File: src/rtl/cdgm_pkg.sv
// package: register map, field positions, reset values and state types of the clock divider and selector
package cdgm_pkg;
  localparam logic [3:0]  CDGM_CTRL_OFS      = 4'h0;
  localparam logic [3:0]  CDGM_STAT_OFS      = 4'h4;
  localparam int          CDGM_CTRL_RST_BIT  = 0;
  localparam int          CDGM_CTRL_REL_BIT  = 1;
  localparam int          CDGM_CTRL_RAT_LSB  = 2;
  localparam int          CDGM_CTRL_INS_BIT  = 4;
  localparam int          CDGM_CTRL_SEL_LSB  = 5;
  localparam logic [31:0] CDGM_CTRL_RST_VAL  = 32'h0000_0001;
  localparam int          CDGM_STAT_DIV_BIT  = 0;
  localparam int          CDGM_STAT_CUR_LSB  = 1;
  localparam int          CDGM_STAT_BSY_LSB  = 3;
  localparam int          CDGM_STAT_LIN_LSB  = 8;
  localparam int          CDGM_NUM_SEL       = 2;
  localparam int          CDGM_NUM_LINES     = 8;

  typedef enum logic [1:0] {
    CDGM_DIV2 = 2'b00,
    CDGM_DIV4 = 2'b01,
    CDGM_DIV8 = 2'b10
  } cdgm_ratio_t;

  typedef enum logic [0:0] {
    CDGM_SEL_RUN  = 1'b0,
    CDGM_SEL_PARK = 1'b1
  } cdgm_sel_st_t;

  typedef struct packed {
    logic                            ack;
    logic [31:0]                     rdat;
    logic                            div_rst;
    logic                            rel;
    logic [1:0]                      ratio;
    logic                            in_sel;
    logic [CDGM_NUM_SEL-1:0]         sel_req;
    logic                            prev_src;
    logic                            rst_sync;
    logic                            rel_sync;
    logic [2:0]                      cnt;
    logic [2:0]                      div_out;
    logic                            div_main;
    cdgm_sel_st_t [CDGM_NUM_SEL-1:0] st;
    logic [CDGM_NUM_SEL-1:0]         cur;
    logic [CDGM_NUM_SEL-1:0]         sel_out;
    logic [CDGM_NUM_LINES-1:0]       lines;
  } cdgm_state_t;
endpackage : cdgm_pkg

File: src/rtl/cdgm_top.sv
// clock divider (/2 /4 /8) and two glitchless clock selectors feeding one quadrant's primary lines
//
// Decided for this implementation: the Wishbone register port and the placing of the registers.
`timescale 1ns/1ps
module cdgm_top #(
  parameter int WB_AW = 4
) (
  input  wire logic         CORE_CLK,
  input  wire logic         NRST,
  input  wire logic         PLL_PRIMARY_OUT,
  input  wire logic         EDGE_CLOCK,
  input  wire logic         WB_CYC_I,
  input  wire logic         WB_STB_I,
  input  wire logic         WB_WE_I,
  input  wire logic [WB_AW-1:0] WB_ADR_I,
  input  wire logic [3:0]   WB_SEL_I,
  input  wire logic [31:0]  WB_DAT_I,
  output logic [31:0]       WB_DAT_O,
  output logic              WB_ACK_O,
  output logic [2:0]        DIV_OUT,
  output logic              DIV_MAIN,
  output logic [7:0]        PRIMARY_LINES
);
  if (WB_AW < 3) begin : g_bad_aw
    $error("WB_AW must be at least 3");
  end

  cdgm_pkg::cdgm_state_t s_q;
  cdgm_pkg::cdgm_state_t s_d;

  logic       src;
  logic       src_rise;
  logic       req;
  logic [3:0] adr;
  logic [1:0] sa;
  logic [1:0] sb;

  // input clocks are sampled levels, so each must stay below half the core rate
  // selector 0 chooses pll/edge, selector 1 chooses divider/pll
  assign sa       = {s_q.div_main, PLL_PRIMARY_OUT};
  assign sb       = {PLL_PRIMARY_OUT, EDGE_CLOCK};
  assign src      = s_q.in_sel ? EDGE_CLOCK : PLL_PRIMARY_OUT;
  assign src_rise = src & ~s_q.prev_src;
  assign req      = WB_CYC_I & WB_STB_I;
  assign adr      = 4'(WB_ADR_I);

  function automatic logic sel_src(input logic cur, input logic a, input logic b);
    sel_src = cur ? b : a;
  endfunction : sel_src

  always_comb begin
    s_d          = s_q;
    s_d.prev_src = src;
    // wishbone: one registered answer, a cycle after the request; writes land on the ack edge
    s_d.ack      = req & ~s_q.ack;
    if (req & ~s_q.ack) begin
      s_d.rdat = 32'h0000_0000;
      if (!WB_WE_I && adr == cdgm_pkg::CDGM_CTRL_OFS) begin
        s_d.rdat[cdgm_pkg::CDGM_CTRL_RST_BIT] = s_q.div_rst;
        s_d.rdat[cdgm_pkg::CDGM_CTRL_REL_BIT] = s_q.rel;
        s_d.rdat[cdgm_pkg::CDGM_CTRL_RAT_LSB +: 2] = s_q.ratio;
        s_d.rdat[cdgm_pkg::CDGM_CTRL_INS_BIT] = s_q.in_sel;
        s_d.rdat[cdgm_pkg::CDGM_CTRL_SEL_LSB +: 2] = s_q.sel_req;
      end else if (!WB_WE_I && adr == cdgm_pkg::CDGM_STAT_OFS) begin
        s_d.rdat[cdgm_pkg::CDGM_STAT_DIV_BIT] = s_q.div_main;
        s_d.rdat[cdgm_pkg::CDGM_STAT_CUR_LSB +: 2] = s_q.cur;
        s_d.rdat[cdgm_pkg::CDGM_STAT_BSY_LSB +: 2] = {s_q.st[1] == cdgm_pkg::CDGM_SEL_PARK,
                                                     s_q.st[0] == cdgm_pkg::CDGM_SEL_PARK};
        s_d.rdat[cdgm_pkg::CDGM_STAT_LIN_LSB +: 8] = s_q.lines;
      end
    end
    if (req && s_q.ack && WB_WE_I && WB_SEL_I[0] && adr == cdgm_pkg::CDGM_CTRL_OFS) begin
      s_d.div_rst = WB_DAT_I[cdgm_pkg::CDGM_CTRL_RST_BIT];
      s_d.rel     = WB_DAT_I[cdgm_pkg::CDGM_CTRL_REL_BIT];
      s_d.ratio   = WB_DAT_I[cdgm_pkg::CDGM_CTRL_RAT_LSB +: 2];
      s_d.in_sel  = WB_DAT_I[cdgm_pkg::CDGM_CTRL_INS_BIT];
      s_d.sel_req = WB_DAT_I[cdgm_pkg::CDGM_CTRL_SEL_LSB +: 2];
    end
    // controls reach the counter only on an input clock edge, so the phase
    // is pinned to the first input edge after release
    if (src_rise) begin
      s_d.rst_sync = s_q.div_rst;
      s_d.rel_sync = s_q.rel;
      s_d.cnt      = s_q.div_rst ? 3'h0 : 3'(s_q.cnt + 3'h1);
    end
    if (s_d.rst_sync) begin
      s_d.cnt = 3'h0;
    end
    s_d.div_out = (s_d.rst_sync | ~s_d.rel_sync) ? 3'h0 : s_d.cnt;
    case (s_q.ratio)
      cdgm_pkg::CDGM_DIV4: s_d.div_main = s_d.div_out[1];
      cdgm_pkg::CDGM_DIV8: s_d.div_main = s_d.div_out[2];
      default:             s_d.div_main = s_d.div_out[0];
    endcase
    // selector: park low once the old clock is low, then wait for the new one low
    for (int i = 0; i < cdgm_pkg::CDGM_NUM_SEL; i++) begin
      case (s_q.st[i])
        cdgm_pkg::CDGM_SEL_RUN: begin
          s_d.sel_out[i] = sel_src(s_q.cur[i], sa[i], sb[i]);
          if (s_q.sel_req[i] != s_q.cur[i] && !sel_src(s_q.cur[i], sa[i], sb[i])) begin
            s_d.st[i] = cdgm_pkg::CDGM_SEL_PARK;
          end
        end
        cdgm_pkg::CDGM_SEL_PARK: begin
          s_d.sel_out[i] = 1'b0;
          if (!sel_src(~s_q.cur[i], sa[i], sb[i])) begin
            s_d.cur[i] = ~s_q.cur[i];
            s_d.st[i]  = cdgm_pkg::CDGM_SEL_RUN;
          end
        end
        default: begin
          s_d.sel_out[i] = 1'b0;
          s_d.st[i]      = cdgm_pkg::CDGM_SEL_RUN;
        end
      endcase
    end
    s_d.lines = {s_d.sel_out, s_d.div_main, s_d.div_out, EDGE_CLOCK, PLL_PRIMARY_OUT};
  end

  always_ff @(posedge CORE_CLK or negedge NRST) begin
    if (!NRST) begin
      s_q         <= '0;
      s_q.div_rst <= cdgm_pkg::CDGM_CTRL_RST_VAL[cdgm_pkg::CDGM_CTRL_RST_BIT];
      s_q.rst_sync <= 1'b1;
    end else begin
      s_q <= s_d;
    end
  end

  assign WB_DAT_O      = s_q.rdat;
  assign WB_ACK_O      = s_q.ack;
  assign DIV_OUT       = s_q.div_out;
  assign DIV_MAIN      = s_q.div_main;
  assign PRIMARY_LINES = s_q.lines;

  logic src_rise_q;
  always_ff @(posedge CORE_CLK or negedge NRST) begin
    if (!NRST) begin
      src_rise_q <= 1'b0;
    end else begin
      src_rise_q <= src_rise;
    end
  end
endmodule : cdgm_top

File: config.mk
export PLATFORM = sky130hd
export DESIGN_NAME = cdgm_top
export DESIGN_NICKNAME = d
export VERILOG_FILES = /design/src/rtl/cdgm_pkg.sv /design/src/rtl/cdgm_top.sv
export SDC_FILE = /design/constraint.sdc
export NUM_CORES = 1
export LEC_CHECK = 0
export BUFFER_PORTS_ARGS = -buffer_cell sky130_fd_sc_hd__clkbuf_2
export CAP_MARGIN = 10
export CORE_ASPECT_RATIO = 0.7
export CORE_MARGIN = 2
export CORE_UTILIZATION = 51
export DETAILED_ROUTE_END_ITERATION = 8
export GPL_TIMING_DRIVEN = 0
export PLACE_DENSITY = 0.95
export SYNTH_ARGS = -nofsm -noshare
export SYNTH_HDL_FRONTEND = slang
export SYNTH_SLANG_ARGS = --single-unit
File: constraint.sdc
create_clock -name CORE_CLK -period 5.2 [get_ports CORE_CLK]
set_clock_uncertainty 0.15 [all_clocks]
set_input_delay 1.3 -clock CORE_CLK [delete_from_list [all_inputs] [get_ports CORE_CLK]]
set_output_delay 1.3 -clock CORE_CLK [all_outputs]
set_load 0.05 [all_outputs]
==> qor.yml <==
period_minus_slack_ns: 2.70
async_reset_ff_share_pct: 100
gp_congestion: 0.830
rsz0062_at_grt: "no"
outcome: "finished clean"
die_area_um2: 4630
via_per_inst: 4.84
clk_pin_slew_worst_paths_ns: 0.08
yosys-top-cells-area: "dfrtp_1 47%, buf_4 16%, mux2_4 5.0%"
dp_slack_ns: 2.03
drtAntennaViolNets: 0
clock_latency_ns: 0.29
syn_avg_cell_area_um2: 11.3
synth.yosys.seq_area_share_pct: 49.3
grt_max_degree: 42
synth_top_area_share_pct: 46.8
p_leak_uw: 0.00146
synth.distinct_cells: 38
cp_slowest_stage_delay_ns: 0.41
min_period_over_period_pct: 51.9
cts.sinks: 41
drive_above_1_share_pct: 45.1
path_cells: "clkbuf_2 -> buf_4 -> mux2i_1 -> inv_1 -> a211oi_1 -> o21ai_0 -> a31oi_1"
hold_viol_final: 0
hold_buffers: 0
fp.coreArea_um2: 3920
post_cts_resized: 0
tightest_slew_ns: 0.984
ys_seq_elements: 41
wl_per_cell_um: 12.6
vias: 1487
start_kind: "input port"
routed_wl_um: 3870
cts_tree: "done"
peakVddDrop_v: 0.000186
dieHeight_um: 57.5
grt_pass1_vias: 1347
yosys_warnings: 0
antenna_found_initial: 0
syn_to_final_growth_pct: 23.0
setup_viol: 0
maxSlewViolCount: 0
cp-end-kind: "flop"
numCtsBuffers: 5
portBuffers: 46
grt.total_usage_pct: 18.1
cts_max_level: 2
powerDensity_nw_per_um2: 331
cts-root-buf: "clkbuf_8"
boundaryPins: 92
die_w_um: 80.4
synth_flop_cell: "dfrtp_1"
nets: 304
timing.setup.tns_ns: 0
cp.required_ns: 5.27
grt-ovfl-total: 0
rows: 19
diodes: 0
fin_ws_ns: 2.50
netlist_area_um2: 2090
synth_top_cell_by_area: "dfrtp_1"
drc: 0
clk_path_buf_depth: 2
cp_max_fo: 9
fmax_mhz: 371
synth_cells: 184
first_pass_iters: 4
first_iter_violations: 124
cts_post_setup_buffers_inserted: 0
dp_hpwl_um: 2940
worstHoldPathType: "flop to flop"
crit_type: "input port to flop"
floorplan.initialDensity_pct: 53.2
critPathSlowestCell: "mux2i_1"
cap_viol_max_count: 0
synth_edf_count: 0
slew_headroom_pct: 34.4
worstPathArrival_ns: 2.77
grt_first_pass_wirelength_um: 6290
[synth_stat cells, types with 2 or more instances]
| master | instances |
|---|---|
| a22o_1 | 11 |
| a21oi_1 | 3 |
| buf_4 | 44 |
| nor2_1 | 8 |
| nand2b_1 | 2 |
| inv_1 | 14 |
| nand2_1 | 3 |
| mux2_4 | 7 |
| clkbuf_1 | 2 |
| dfstp_2 | 2 |
| ha_1 | 3 |
| dfrtp_1 | 39 |
| a222oi_1 | 5 |
| a211oi_1 | 3 |
| nor4_1 | 2 |
| o21ai_0 | 6 |
| mux2i_1 | 4 |
| nand3_1 | 2 |
| nand3b_1 | 4 |
| a21o_1 | 2 |
[cells by family after synthesis]
logic type	Yosys count	share of synthesized area, %
xor+xnor	1	0.420
mux	12	7.50
flops	41	49.3
simple gates	30	8.76
compound gates	34	12.5
fa+ha+maj	3	1.80
buf+inv	62	19.5
other cells	1	0.180
[final cells by class]
type,count,area (µm²)
Tap cell,52,65.1
Buffer,48,354
Multi-Input combinational cell,97,711
Clock buffer,6,82.6
Timing Repair Buffer,47,235
Clock inverter,2,37.5
Inverter,14,52.6
Sequential cell,41,1030
Fill cell,318,1360
[report_power, final]
group	switching (µW)	internal (µW)	leakage (µW)
combinational	123	73.8	0.000857
sequential	33.9	353	0.000544
clock	111	156	0.0000574
[stage by stage]
step / instances / hold WS [ns] / util [%] / area, µm² / power, µW
floorplan: 200 / 0.317 / - / 2150 / 544
global placement: 298 / 0.330 / 62.2 / 2440 / 580
detailed placement: 298 / 0.338 / 62.2 / 2440 / 589
CTS: 306 / 0.362 / 65.3 / 2560 / 854
global route: 307 / 0.381 / 65.4 / 2570 / 902
finish: 307 / 0.359 / 65.4 / 2570 / 850
[worst paths after layout]
kind | start | to | slack [ns] | depth (start not counted)
max in group asynchronous | NRST | s_q[26] | 3.29 | 1
min in group asynchronous | NRST | WB_DAT_O[10] | 1.00 | 1
min | PRIMARY_LINES[7] | WB_DAT_O[15] | 0.36 | 1
max reg2reg | WB_ACK_O | WB_DAT_O[3] | 3.16 | 5
min reg2reg | PRIMARY_LINES[7] | WB_DAT_O[15] | 0.36 | 1
max | PLL_PRIMARY_OUT | PRIMARY_LINES[5] | 2.50 | 7
[registers in the layout, indices dropped and copies added, names as in the netlist]
| signal | count |
|---|---|
| WB_DAT_O | 15 |
| WB_ACK_O | 1 |
| s_q | 17 |
| PRIMARY_LINES | 8 |
[placed cells by master, fill, tap and decap left out, types with 2 or more instances in the layout]
| master | Yosys | routed |
|---|---|---|
| a211oi_1 | 3 | 3 |
| clkbuf_1 | 2 | 2 |
| clkbuf_8 | 0 | 6 |
| clkbuf_2 | 0 | 47 |
| mux2i_1 | 4 | 4 |
| dfstp_2 | 2 | 2 |
| nand3b_1 | 4 | 4 |
| dfrtp_1 | 39 | 39 |
| conb_1 | 1 | 17 |
| a22o_1 | 11 | 11 |
| nor2_1 | 8 | 8 |
| a222oi_1 | 5 | 5 |
| nand2b_1 | 2 | 2 |
| ha_1 | 3 | 3 |
| a21o_1 | 2 | 2 |
| o21ai_0 | 6 | 6 |
| nand2_1 | 3 | 3 |
| mux2_4 | 7 | 7 |
| buf_4 | 44 | 44 |
| nand3_1 | 2 | 2 |
| inv_1 | 14 | 14 |
| a21oi_1 | 3 | 3 |
| nor4_1 | 2 | 2 |
[layer usage]
layer,share of wire (%),global-route usage [%],vias up
li1,-,-,720
met1,47,26.1,699
met2,44,26.3,60
met3,7.7,4.91,8
met4,1.4,6.54,0
met5,0,0,-
[critical path, delay by kind of cell]
kind | cells | cell delay, ns
AOI/OAI and AO/OA | 3 | 0.64
buffers and inverters | 3 | 0.42
muxes | 1 | 0.41
(Power assumes the default switching activity.)
